[config.mk]
export PLATFORM = sky130hd
export DESIGN_NAME = fpec_top
export DESIGN_NICKNAME = d
export VERILOG_FILES = /design/src/shared/fpec_pkg.sv /design/src/shared/fpec_op_if.sv /design/src/core/fpec_timer.sv /design/src/core/fpec_top.sv
export SDC_FILE = /design/constraint.sdc
export NUM_CORES = 1
export LEC_CHECK = 0
export ABC_AREA = 1
export ABC_CLOCK_PERIOD_IN_PS = 3800
export BUFFER_PORTS_ARGS = -buffer_cell sky130_fd_sc_hd__buf_2
export CORE_AREA = 2 2 105 107
export CTS_BUF_LIST = sky130_fd_sc_hd__clkbuf_8 sky130_fd_sc_hd__clkbuf_16
export DETAILED_ROUTE_END_ITERATION = 10
export DIE_AREA = 0 0 107 109
export PLACE_DENSITY_LB_ADDON = 0.3
export SLEW_MARGIN = 5
export SYNTH_ARGS = -nofsm -noshare
export SYNTH_HDL_FRONTEND = slang
export SYNTH_SLANG_ARGS = --single-unit
[constraint.sdc]
create_clock -name hclk -period 3.8 [get_ports hclk]
set_input_delay 0.19 -clock hclk [delete_from_list [all_inputs] [get_ports hclk]]
set_output_delay 0.19 -clock hclk [all_outputs]
set_load 0.02 [all_outputs]
[src/shared/fpec_pkg.sv]
package fpec_pkg;

  // byte offsets of the register words on the bus
  localparam logic [7:0] ADDR_CTRL = 8'h00;
  localparam logic [7:0] ADDR_KEY = 8'h04;
  localparam logic [7:0] ADDR_IRQ_STS = 8'h08;
  localparam logic [7:0] ADDR_IRQ_CLR = 8'h0C;
  localparam logic [7:0] ADDR_IRQ_EN = 8'h10;

  // control register field positions
  localparam int CTRL_GO_BIT = 15;
  localparam int CTRL_PROGRAM_ENABLE_BIT_BIT = 14;
  localparam int CTRL_FAULT_BIT = 13;
  localparam int CTRL_ERASE_BIT = 6;
  localparam int CTRL_OPSEL_LSB = 0;
  localparam int OPSEL_W = 4;

  // key register field
  localparam int KEY_LSB = 0;
  localparam int KEY_W = 8;
  localparam logic [7:0] KEY_FIRST = 8'h55;
  localparam logic [7:0] KEY_SECOND = 8'hAA;

  // interrupt status bit positions
  localparam int IRQ_DONE_BIT = 0;
  localparam int IRQ_FAULT_BIT = 1;
  localparam int IRQ_W = 2;

  // reset values
  localparam logic [15:0] CTRL_RST = 16'h0000;
  localparam logic [1:0] IRQ_EN_RST = 2'h0;

  // operation select codes
  localparam logic [3:0] OPSEL_BULK = 4'hF;
  localparam logic [3:0] OPSEL_SEG_GEN = 4'hD;
  localparam logic [3:0] OPSEL_SEG_SEC = 4'hC;
  localparam logic [3:0] OPSEL_WORD = 4'h3;
  localparam logic [3:0] OPSEL_PAGE = 4'h2;
  localparam logic [3:0] OPSEL_ROW = 4'h1;
  localparam logic [3:0] OPSEL_CFG = 4'h0;

  // self-timed operation length, least time so rounded up
  localparam int CLK_PERIOD_NS = 40;
  localparam int OP_TIME_NS = 20000;
  localparam int OP_CYCLES = (OP_TIME_NS + CLK_PERIOD_NS - 1) / CLK_PERIOD_NS;
  localparam int CNT_W = 16;

  typedef enum logic [1:0] {
    FPEC_KEY_IDLE,
    FPEC_KEY_HALF,
    FPEC_KEY_ARMED
  } fpec_key_t;

  typedef enum logic [3:0] {
    FPEC_OP_NONE,
    FPEC_OP_BULK_ERASE,
    FPEC_OP_PAGE_ERASE,
    FPEC_OP_CFG_ERASE,
    FPEC_OP_SEG_GEN_ERASE,
    FPEC_OP_SEG_SEC_ERASE,
    FPEC_OP_WORD_PROG,
    FPEC_OP_ROW_PROG,
    FPEC_OP_CFG_PROG
  } fpec_op_t;

endpackage

[src/shared/fpec_op_if.sv]
`timescale 1ns/1ps
interface fpec_op_if;
  logic start; // one-cycle pulse, begin timing
  logic abort; // one-cycle pulse, end timing early
  logic busy; // timer running
  logic done; // one-cycle pulse, normal end

  modport ctl (output start, output abort, input busy, input done);
  modport tmr (input start, input abort, output busy, output done);
endinterface

[src/core/fpec_timer.sv]
`timescale 1ns/1ps
module fpec_timer (
  input wire logic clk, // system clock
  input wire logic rst_n, // async reset, active low
  fpec_op_if.tmr op // start and finish of one operation
);

  typedef struct packed {
    logic busy;
    logic done;
    logic [fpec_pkg::CNT_W-1:0] cnt;
  } fpec_tmr_state_t;

  localparam logic [fpec_pkg::CNT_W-1:0] LOAD = fpec_pkg::CNT_W'(fpec_pkg::OP_CYCLES - 1);

  fpec_tmr_state_t r;
  fpec_tmr_state_t s;

  // count down the self-timed operation; abort wins over start and done
  always_comb begin
    s = r;
    s.done = 1'b0;
    if (op.abort) begin
      s.busy = 1'b0;
      s.cnt = '0;
    end else if (op.start && !r.busy) begin
      s.busy = 1'b1;
      s.cnt = LOAD;
    end else if (r.busy) begin
      if (r.cnt == '0) begin
        s.busy = 1'b0;
        s.done = 1'b1;
      end else begin
        s.cnt = r.cnt - 1'b1;
      end
    end
  end

  always_ff @(posedge clk or negedge rst_n) begin
    if (!rst_n) begin
      r <= '0;
    end else begin
      r <= s;
    end
  end

  assign op.busy = r.busy;
  assign op.done = r.done;

endmodule

[src/core/fpec_top.sv]
// The register addresses and the AHB-Lite slave port were left to the implementer.
`timescale 1ns/1ps
// Overview of operation
// - erase bit picks decode of select field
// - erase codes: bulk, page, config, two segments
// - program codes: word, row, config byte
// - unlisted select codes perform no operation
// - key takes low byte, never reads back
// - key bits fifteen to eight read zero
// - unimplemented control bits read zero
// - processor stalls while operation runs
module fpec_top (
  input wire logic hclk, // system clock, 25 MHz
  input wire logic hresetn, // async reset, active low
  input wire logic hsel, // slave select
  input wire logic [31:0] haddr, // byte address
  input wire logic [1:0] htrans, // transfer type
  input wire logic hwrite, // write when high
  input wire logic [2:0] hsize, // word transfers only
  input wire logic [31:0] hwdata, // write data
  input wire logic hready, // bus ready
  output logic hreadyout, // slave ready
  output logic hresp, // always okay
  output logic [31:0] hrdata, // read data
  input wire logic flash_abort, // async pin, ends operation early
  output logic flash_start, // one-cycle pulse to the array
  output logic [3:0] flash_op, // operation kind to the array
  output logic flash_busy, // operation running
  output logic irq // level interrupt
);

  typedef struct packed {
    logic dp_valid;
    logic dp_write;
    logic dp_hit;
    logic [7:0] dp_addr;
    logic rdy;
    logic [31:0] rdata;
    logic go;
    logic program_enable_bit;
    logic fault;
    logic erase;
    logic [3:0] opsel;
    fpec_pkg::fpec_key_t key;
    logic [1:0] irq_sts;
    logic [1:0] irq_en;
    logic irq;
    logic [2:0] abort_sync;
    logic abort_lvl;
    logic start;
    logic abort;
    fpec_pkg::fpec_op_t op;
    logic busy;
  } fpec_state_t;

  fpec_state_t r;
  fpec_state_t s;

  fpec_op_if op_bus ();

  fpec_timer u_timer (
    .clk(hclk),
    .rst_n(hresetn),
    .op(op_bus.tmr)
  );

  // map the mode bit and select code onto an operation kind
  function automatic fpec_pkg::fpec_op_t fpec_decode(
    input logic erase,
    input logic [3:0] sel
  );
    fpec_pkg::fpec_op_t k;
    k = fpec_pkg::FPEC_OP_NONE;
    if (erase) begin
      case (sel)
        fpec_pkg::OPSEL_BULK: k = fpec_pkg::FPEC_OP_BULK_ERASE;
        fpec_pkg::OPSEL_PAGE: k = fpec_pkg::FPEC_OP_PAGE_ERASE;
        fpec_pkg::OPSEL_CFG: k = fpec_pkg::FPEC_OP_CFG_ERASE;
        fpec_pkg::OPSEL_SEG_GEN: k = fpec_pkg::FPEC_OP_SEG_GEN_ERASE;
        fpec_pkg::OPSEL_SEG_SEC: k = fpec_pkg::FPEC_OP_SEG_SEC_ERASE;
        default: k = fpec_pkg::FPEC_OP_NONE;
      endcase
    end else begin
      case (sel)
        fpec_pkg::OPSEL_WORD: k = fpec_pkg::FPEC_OP_WORD_PROG;
        fpec_pkg::OPSEL_ROW: k = fpec_pkg::FPEC_OP_ROW_PROG;
        fpec_pkg::OPSEL_CFG: k = fpec_pkg::FPEC_OP_CFG_PROG;
        default: k = fpec_pkg::FPEC_OP_NONE;
      endcase
    end
    return k;
  endfunction

  // next state of the whole block
  always_comb begin
    logic ev_done;
    logic ev_fault;
    logic [1:0] ev_bits;
    logic [31:0] rd;
    fpec_pkg::fpec_op_t dec;
    ev_done = 1'b0;
    ev_fault = 1'b0;
    ev_bits = '0;
    rd = '0;
    dec = fpec_pkg::FPEC_OP_NONE;
    s = r;
    s.start = 1'b0;
    s.abort = 1'b0;

    // abort pin: first stage feeds only the second
    s.abort_sync = {r.abort_sync[1:0], flash_abort};
    if (r.abort_sync[2] == r.abort_sync[1]) begin
      s.abort_lvl = r.abort_sync[2];
    end

    // normal end: go drops and the fault flag reads clear
    if (op_bus.done) begin
      ev_done = 1'b1;
      s.go = 1'b0;
      s.fault = 1'b0;
      s.busy = 1'b0;
    end else if (s.abort_lvl && !r.abort_lvl && r.go) begin
      // early end is a sequence fault
      ev_fault = 1'b1;
      s.abort = 1'b1;
      s.go = 1'b0;
      s.fault = 1'b1;
      s.busy = 1'b0;
    end

    // data phase completes on the edge where hreadyout is high
    if (r.dp_valid && r.rdy) begin
      s.dp_valid = 1'b0;
      if (r.dp_write && r.dp_hit) begin
        // any write elsewhere breaks the unlock pair
        if (r.dp_addr != fpec_pkg::ADDR_KEY) begin
          s.key = fpec_pkg::FPEC_KEY_IDLE;
        end
        case (r.dp_addr)
          fpec_pkg::ADDR_CTRL: begin
            s.program_enable_bit = hwdata[fpec_pkg::CTRL_PROGRAM_ENABLE_BIT_BIT];
            s.erase = hwdata[fpec_pkg::CTRL_ERASE_BIT];
            s.opsel = hwdata[fpec_pkg::CTRL_OPSEL_LSB +: fpec_pkg::OPSEL_W];
            // a fault raised this cycle survives a clearing write
            s.fault = hwdata[fpec_pkg::CTRL_FAULT_BIT] | ev_fault;
            // go is set only, and only from idle
            if (hwdata[fpec_pkg::CTRL_GO_BIT] && !r.go
                && hwdata[fpec_pkg::CTRL_PROGRAM_ENABLE_BIT_BIT]) begin
              if (r.key != fpec_pkg::FPEC_KEY_ARMED) begin
                s.fault = 1'b1;
                ev_fault = 1'b1;
              end else begin
                dec = fpec_decode(hwdata[fpec_pkg::CTRL_ERASE_BIT],
                  hwdata[fpec_pkg::CTRL_OPSEL_LSB +: fpec_pkg::OPSEL_W]);
                if (dec != fpec_pkg::FPEC_OP_NONE) begin
                  s.go = 1'b1;
                  s.start = 1'b1;
                  s.busy = 1'b1;
                  s.op = dec;
                end
              end
            end
          end
          fpec_pkg::ADDR_KEY: begin
            // two consecutive writes arm the start
            if (hwdata[fpec_pkg::KEY_LSB +: fpec_pkg::KEY_W] == fpec_pkg::KEY_FIRST) begin
              s.key = fpec_pkg::FPEC_KEY_HALF;
            end else if (r.key == fpec_pkg::FPEC_KEY_HALF
                && hwdata[fpec_pkg::KEY_LSB +: fpec_pkg::KEY_W]
                == fpec_pkg::KEY_SECOND) begin
              s.key = fpec_pkg::FPEC_KEY_ARMED;
            end else begin
              s.key = fpec_pkg::FPEC_KEY_IDLE;
            end
          end
          fpec_pkg::ADDR_IRQ_EN: begin
            s.irq_en = hwdata[fpec_pkg::IRQ_W-1:0];
          end
          default: begin
          end
        endcase
      end
    end

    // sticky status: setting wins over a clear in the same cycle
    ev_bits[fpec_pkg::IRQ_DONE_BIT] = ev_done;
    ev_bits[fpec_pkg::IRQ_FAULT_BIT] = ev_fault;
    if (r.dp_valid && r.rdy && r.dp_write && r.dp_hit
        && r.dp_addr == fpec_pkg::ADDR_IRQ_CLR) begin
      s.irq_sts = (r.irq_sts & ~hwdata[fpec_pkg::IRQ_W-1:0]) | ev_bits;
    end else begin
      s.irq_sts = r.irq_sts | ev_bits;
    end

    // read view; key and unused bits always read zero
    rd[fpec_pkg::CTRL_GO_BIT] = s.go;
    rd[fpec_pkg::CTRL_PROGRAM_ENABLE_BIT_BIT] = s.program_enable_bit;
    rd[fpec_pkg::CTRL_FAULT_BIT] = s.fault;
    rd[fpec_pkg::CTRL_ERASE_BIT] = s.erase;
    rd[fpec_pkg::CTRL_OPSEL_LSB +: fpec_pkg::OPSEL_W] = s.opsel;
    if (!r.dp_hit) begin
      rd = '0;
    end else begin
      case (r.dp_addr)
        fpec_pkg::ADDR_CTRL: begin
        end
        fpec_pkg::ADDR_IRQ_STS: rd = {30'h0, s.irq_sts};
        fpec_pkg::ADDR_IRQ_EN: rd = {30'h0, s.irq_en};
        default: rd = '0;
      endcase
    end

    // address phase; one wait state, held low while an operation runs
    if (hready && hsel && htrans[1]) begin
      s.dp_valid = 1'b1;
      s.dp_write = hwrite;
      s.dp_hit = (haddr[31:8] == 24'h000000) && (haddr[1:0] == 2'h0);
      s.dp_addr = haddr[7:0];
      s.rdy = 1'b0;
    end else if (r.dp_valid && !r.rdy && !s.go) begin
      s.rdy = 1'b1;
      if (!r.dp_write) begin
        s.rdata = rd;
      end
    end

    s.irq = |(s.irq_sts & s.irq_en);
  end

  // one register for all state; hreadyout idles high
  always_ff @(posedge hclk or negedge hresetn) begin
    if (!hresetn) begin
      r <= '0;
      r.rdy <= 1'b1;
      r.program_enable_bit <= fpec_pkg::CTRL_RST[fpec_pkg::CTRL_PROGRAM_ENABLE_BIT_BIT];
      r.irq_en <= fpec_pkg::IRQ_EN_RST;
    end else begin
      r <= s;
    end
  end

  assign op_bus.start = r.start;
  assign op_bus.abort = r.abort;

  // outputs straight from the state register; hresp is tied to okay
  assign hreadyout = r.rdy;
  assign hresp = 1'b0;
  assign hrdata = r.rdata;
  assign flash_start = r.start;
  assign flash_op = r.op;
  assign flash_busy = r.busy;
  assign irq = r.irq;

endmodule

==> results.sh, run 1 <==
export IMPL_drv_slew=0
export IMPL_syn_area_per_cell_um2=7.98
export IMPL_antenna_found_initial=0
export IMPL_netlist_top_cells_count="114 x nand2_1, 63 x dfrtp_1, 49 x nand3_1"
export IMPL_fin_util_pct=39.1
export IMPL_grt_pass1_wl_mm=13.5
export IMPL_fp_dieH_um=109
export IMPL_die_area_um2=11700
export IMPL_route_final_wire_length_mm=7.87
export IMPL_status="finished, violations left"
export IMPL_antenna_left=0
export IMPL_period_share_pct=52.1
export IMPL_ir_worst_vdd_mv=0.140
export IMPL_start_kind="flop"
export IMPL_clock_skew_ns=0.0100
export IMPL_grt_max_degree=42
export IMPL_vias_per_cell=4.47
export IMPL_cp_arrival_ns=2.21
export IMPL_rsz0062_at_grt="false"
export IMPL_drtPass1Iterations=4
export IMPL_cts_tree="done"
export IMPL_dp_hpwl_mm=5.97
export IMPL_crit_type="reg2reg"
export IMPL_startpoint="u_timer.r[0]"
export IMPL_drive_gt1_share_pct=21.9
export IMPL_clk_pin_slew_ns=0.08
export IMPL_synth_warnings=0
export IMPL_cts_buffers=9
export IMPL_critPathMaxFanout=17
export IMPL_crit_required_ns=4.03
export IMPL_portBuffers=65
export IMPL_rr_startpoint="u_timer.r[0]"
export IMPL_synth_cell_types=40
export IMPL_setup_viol=0
export IMPL_synth_edf_count=0
export IMPL_synth_area_leaders="dfrtp_1 44%, nand2_1 12%, buf_4 7.9%, nand3_1 6.8%, inv_1 5.0%"
export IMPL_p_leak_nw=2.28
export IMPL_reg2regPathDepth=11
export IMPL_slew_headroom_pct=38.0
export IMPL_hp_class="in2async"
export IMPL_vias=2953
export IMPL_cts_hold_buf=1
export IMPL_nNetsFinal=591
export IMPL_cts_max_level=3
export IMPL_fmax_mhz=505
export IMPL_row_count=38
export IMPL_power_density_nw_per_um2=397
export IMPL_cts_sinks=64
export IMPL_grt_usage_pct=14.9
export IMPL_post_cts_buffers=0
export IMPL_async_flop_share_pct=100
export IMPL_routabilityCongestion=0.896
export IMPL_syn_inst=454
export IMPL_start_util_pct=34.2
export IMPL_fin_hold_ws_ns=-0.0143
export IMPL_end_kind="flop"
export IMPL_cts_root_buf="clkbuf_8"
export IMPL_drv_cap=0
export IMPL_post_drt_wl_per_cell_um=11.9
export IMPL_cts_resized=0
export IMPL_antenna_cells=0
export IMPL_synth_top_area_share_pct=43.5
export IMPL_drc=0
export IMPL_synth_seq_cells=64
export IMPL_worstSkewPairLatency_ns=0.34
export IMPL_netlist_area_um2=3620
export IMPL_drtIter0Drc=138
export IMPL_hold_violations=27
export IMPL_setup_tns_ns=0
export IMPL_ys_flop_type="dfrtp_1"
export IMPL_die_w_um=107
export IMPL_synthToLayoutAreaGrowth_pct=14.5
export IMPL_violations="negative hold slack"
export IMPL_clk_path_buf_depth=2
export IMPL_boundaryPins=116
export IMPL_grt_ovfl_total=0
export IMPL_fillerInstances=1135
export IMPL_core_um2=10600
export IMPL_ys_seq_area_share_pct=44.3
export IMPL_period_needed_ns=1.98
export IMPL_synth_top_area_cell="dfrtp_1"
export IMPL_worst_slew_pin_slew_ns=0.930
export IMPL_grt_pass1_vias=2960
export IMPL_synthMostInstantiatedCell="nand2_1"
power breakdown:
part | switching [mW] | total [mW] | internal, mW
logic | 0.160 | 0.237 | 0.0767
clock network | 0.281 | 0.651 | 0.370
registers | 0.0305 | 0.756 | 0.726
total | 0.472 | 1.64 | 1.17
flip-flops by register name (all words and copies together) (netlist names):
| register | flops |
|---|---|
| u_timer.r | 16 |
| irq | 1 |
| flash_op | 4 |
| u_timer.op.busy | 1 |
| flash_start | 1 |
| r | 29 |
| flash_busy | 1 |
| op_bus.abort | 1 |
| u_timer.op.done | 1 |
| hrdata | 8 |
| hreadyout | 1 |
cells by family (layout without fill, tap and decap cells):
logic type                 after synthesis  count (layout)  share of synthesized area, %
AOI/OAI and AO/OA                       41              41                          6.84
and+or+nand+nor                        243             243                          32.0
adders and majority gates                2               2                         0.622
DFF                                     64              64                          44.3
buffers and inverters                   94             136                          14.0
other                                    1              25                         0.104
xor gates and xnor gates                 9               9                          2.18
per-stage QoR:
| stage | instances | setup slack, ns | total power [mW] | cell area [um2] |
|---|---|---|---|---|
| final | 660 | 1.82 | 1.64 | 4150 |
| after global routing | 660 | 1.53 | 1.74 | 4150 |
| after CTS | 660 | 1.79 | 1.67 | 4150 |
| after detailed placement | 643 | 1.80 | 1.01 | 3910 |
| after global placement | 643 | 1.84 | 1.00 | 3910 |
| after floorplan | 478 | 2.25 | 0.950 | 3710 |
worst max-delay path, stage by stage, from the launching register on:
cell,delay [ns]
dfrtp_1,0.38
inv_1,0.09
ha_1,0.22
inv_1,0.08
nor2_2,0.12
inv_2,0.07
nor2_2,0.09
nand2_2,0.08
o21ai_4,0.40
nor2_2,0.16
o21ai_0,0.11
nand2_1,0.07
metal layers:
layer  GRT usage, %  vias up  share of wire [%]
li1               -     1515                  -
met1           17.7     1343                 44
met2           25.4       84                 49
met3           4.24       11                5.4
met4           6.22        0                1.7
met5              0        -                  0
layout make-up:
cell class / instances / area, um2 / area share, %
clock buffer: 9 / 124 / 2.99
clock inverter: 7 / 97.6 / 2.35
sequential: 64 / 1600 / 38.7
tap: 140 / 175 / 4.23
timing repair buffer: 67 / 343 / 8.27
inverter: 53 / 203 / 4.89
multi-input combinational: 320 / 1600 / 38.6
worst paths after layout:
check / end / slack [ns]
max: u_timer.r[6] / 1.82
min: r[23] / -0.01
max reg2reg: u_timer.r[6] / 1.82
min reg2reg: r[9] / 0.35
max in group asynchronous: hreadyout / 2.91
min in group hclk: r[65] / 0.04
layout by cell type, fill, tap and decap left out, types with 2 or more instances in the layout:
cell type and n:
o21a_1 2, inv_1 49, nor2_1 32, or2_2 4
xnor2_1 5, xor2_1 4, clkbuf_8 9, bufinv_16 2
nand4_1 5, dfrtp_1 63, buf_2 65, a21oi_1 4
nor2_2 8, and2_1 2, o21ai_1 7, nand2_1 114
conb_1 25, nand3_1 49, inv_2 2, nor4_1 8
nand2_4 3, clkinv_4 3, o21ai_4 2, o22ai_1 2
nor2_4 6, nor3_1 8, o21ai_0 21
(Power assumes the default switching activity.)
==> run 2, diff against run 1 <==
Settings changed: ABC_AREA 1 to 0, ABC_CLOCK_PERIOD_IN_PS 3800 to 2000, CORE_AREA 2 2 105 107 to 2 2 103 105, DIE_AREA 0 0 107 109 to 0 0 105 107.
Clock period 3.8 ns to 2 ns, I/O delays scaled along.
==> run 2 against run 1 <==
The flow now finishes without violations. Largest cell class unchanged. Final cell count is 12% lower. Clock skew is 0.0039 ns higher. Critical path depth is 5 lower. Design area is 3.6% higher. Critical path type unchanged.
==> results.sh, run 2 <==
export IMPL_yosys_area_share_simple_pct=18.2
export IMPL_vias_per_cell=4.87
export IMPL_syn_area_per_cell_um2=9.93
export IMPL_fillerInstances=1037
export IMPL_mostFrequentLayoutCells="65 x buf_2, 63 x dfrtp_1, 27 x nand2_1, 27 x buf_4, 25 x conb_1"
export IMPL_hold_violations=0
export IMPL_drv_slew=0
export IMPL_synth_compound_area_share_pct=13.9
export IMPL_grt_usage_pct=15.1
export IMPL_cts_tree="done"
export IMPL_critPathMaxFanout=6
export IMPL_status="complete, no violations"
export IMPL_setup_viol=0
export IMPL_core_um2=10100
export IMPL_cts_root_buf="clkbuf_8"
export IMPL_worstSkewPairLatency_ns=0.34
export IMPL_grt_pass1_vias=2877
export IMPL_drtPass1Iterations=4
export IMPL_synthToLayoutAreaGrowth_pct=23.9
export IMPL_syn_inst=349
export IMPL_synth_edf_count=0
export IMPL_synth_top_family_by_area="simple AND/OR/NAND/NOR gates"
export IMPL_drive_gt1_share_pct=29.4
export IMPL_clk_pin_slew_ns=0.07
export IMPL_synth_warnings=0
export IMPL_p_leak_nw=2.08
export IMPL_cts_sinks=64
export IMPL_post_drt_wl_per_cell_um=13.8
export IMPL_antenna_cells=0
export IMPL_drtIter0Drc=99
export IMPL_grt_max_degree=28
export IMPL_slew_headroom_pct=55.3
export IMPL_min_delay_start="hwdata[14]"
export IMPL_synthMuxAreaShare_pct=6.64
export IMPL_ys_seq_area_share_pct=46.2
export IMPL_power_mw=2.89
export IMPL_hp_class="in2reg"
export IMPL_nNetsFinal=516
export IMPL_fp_dieH_um=107
export IMPL_drc=0
export IMPL_portBuffers=65
export IMPL_fin_area_um2=4300
export IMPL_row_count=37
export IMPL_grt_pass1_wl_mm=13.7
export IMPL_cts_max_level=3
export IMPL_die_area_um2=11200
export IMPL_period_needed_ns=1.97
export IMPL_synth_cell_types=59
export IMPL_rsz0062_at_grt="true"
export IMPL_boundaryPins=116
export IMPL_ir_worst_vdd_mv=0.515
export IMPL_start_util_pct=34.3
export IMPL_clock_skew_ns=0.0140
export IMPL_worst_slew_pin_slew_ns=0.671
export IMPL_grt_ovfl_total=0
export IMPL_final_common_cell="buf_2"
export IMPL_fmax_mhz=508
export IMPL_dpl_instance_area_um2=3940
export IMPL_regMostFlops="r"
export IMPL_synthMostInstantiatedCell="dfrtp_1"
export IMPL_start_kind="flop"
export IMPL_synth_area_leaders="dfrtp_1 45%, buf_4 8.0%, mux2_2 3.9%, nand2_1 2.9%, xnor2_1 2.5%"
export IMPL_largest_register_ffs=29
export IMPL_antenna_left=0
export IMPL_netlist_top_cells_count="63 x dfrtp_1, 37 x buf_4, 27 x nand2_1"
export IMPL_synth_adder_area_share_pct=0.650
export IMPL_synth_top_area_share_pct=45.5
export IMPL_routabilityCongestion=0.840
export IMPL_end_kind="flop"
export IMPL_vias=2827
export IMPL_crit_type="reg2reg"
export IMPL_power_density_nw_per_um2=672
export IMPL_cp_arrival_ns=2.22
export IMPL_cts_buffers=9
export IMPL_die_w_um=105
export IMPL_drv_cap=0
export IMPL_synth_seq_cells=64
export IMPL_netlist_area_um2=3470
export IMPL_async_flop_share_pct=100
export IMPL_synth_top_area_cell="dfrtp_1"
export IMPL_clk_path_buf_depth=2
export IMPL_antenna_found_initial=0
export IMPL_route_final_wire_length_mm=8.01
export IMPL_period_share_pct=98.5
export IMPL_setup_tns_ns=0
export IMPL_synth_xor_area_share_pct=3.03
export IMPL_startpoint="u_timer.r[11]"
export IMPL_rr_startpoint="u_timer.r[11]"
export IMPL_dp_hpwl_mm=5.88
export IMPL_ys_flop_type="dfrtp_1"
export IMPL_crit_required_ns=2.25
[run 2: cell count changes after synthesis, sizes merged, moves of 11 or more]
cell	change
o21ai	-22
nand2	-90
nor2	-30
nand3	-41
mux2	+13
inv	-37
a211oi	+11
[run 2: report_power, final]
group | switching (mW) | internal (mW)
Combinational | 0.205 | 0.157
Clock | 0.510 | 0.603
Sequential | 0.0464 | 1.36
[run 2: through the flow]
stage          utilization (%)  worst slack [ns]  hold WS (ns)  instances
3_5_place_dp              39.0            0.0133         0.186        550
6_report                  42.6            0.0299        0.0219        581
4_1_cts                   42.4           0.00462        0.0109        580
5_1_grt                   42.6           -0.0873        0.0427        581
3_3_place_gp              39.0            0.0469         0.185        550
2_1_floorplan                -            0.0131        -0.196        373
[run 2: cell families after synthesis]
group	after synthesis
AOI/OAI and AO/OA	67
xor gates and xnor gates	12
adders and majority gates	2
buffers and inverters	66
DFF	64
muxes	21
other	1
and+or+nand+nor	116
[run 2: worst max-delay path, cell delays in order (launching register included)]
cell and delay, ns:
dfrtp_1 0.38, or4_4 0.56, nor3b_4 0.24, buf_6 0.13, nand2_4 0.08, mux2_4 0.32
a211oi_2 0.17
[run 2: area by class of cell]
class | count | area (um2) | area share (%)
repair buffers | 108 | 699 | 16.3
multi-input cells | 243 | 1570 | 36.6
inverters | 14 | 52.6 | 1.22
well taps | 136 | 170 | 3.96
flip-flops and latches | 64 | 1600 | 37.3
clock buffers | 10 | 138 | 3.20
clock inverters | 6 | 60.1 | 1.40
[run 2: what timing repair did]
item	in CTS	in global routing
gates resized for setup	0	3
endpoints found under the hold margin	35	0
hold buffers	14	0
setup buffers	0	1
gates cloned	0	0
setup endpoints to repair	1	8
pin swaps	1	6
[run 2: layer usage]
layer	part of all wire [%]	vias to the layer above	routed length [um]	GRT usage, %
met2	49	85	3950	26.3
li1	-	1382	-	-
met5	0	-	0	0
met4	0.31	0	25	2.29
met1	45	1357	3610	18.9
met3	5.4	3	432	4.44
[run 2: path summary, 6_finish.rpt]
| check | endpoint | slack [ns] | cells after the start |
|---|---|---|---|
| max in group asynchronous | flash_busy | 1.05 | 3 |
| worst max-delay path | u_timer.r[1] | 0.03 | 6 |
| worst min register to register | r[9] | 0.36 | 0 |
| worst max register to register | u_timer.r[1] | 0.03 | 6 |
| worst min-delay path | r[24] | 0.02 | 3 |
| min in group asynchronous | u_timer.r[6] | 0.32 | 2 |
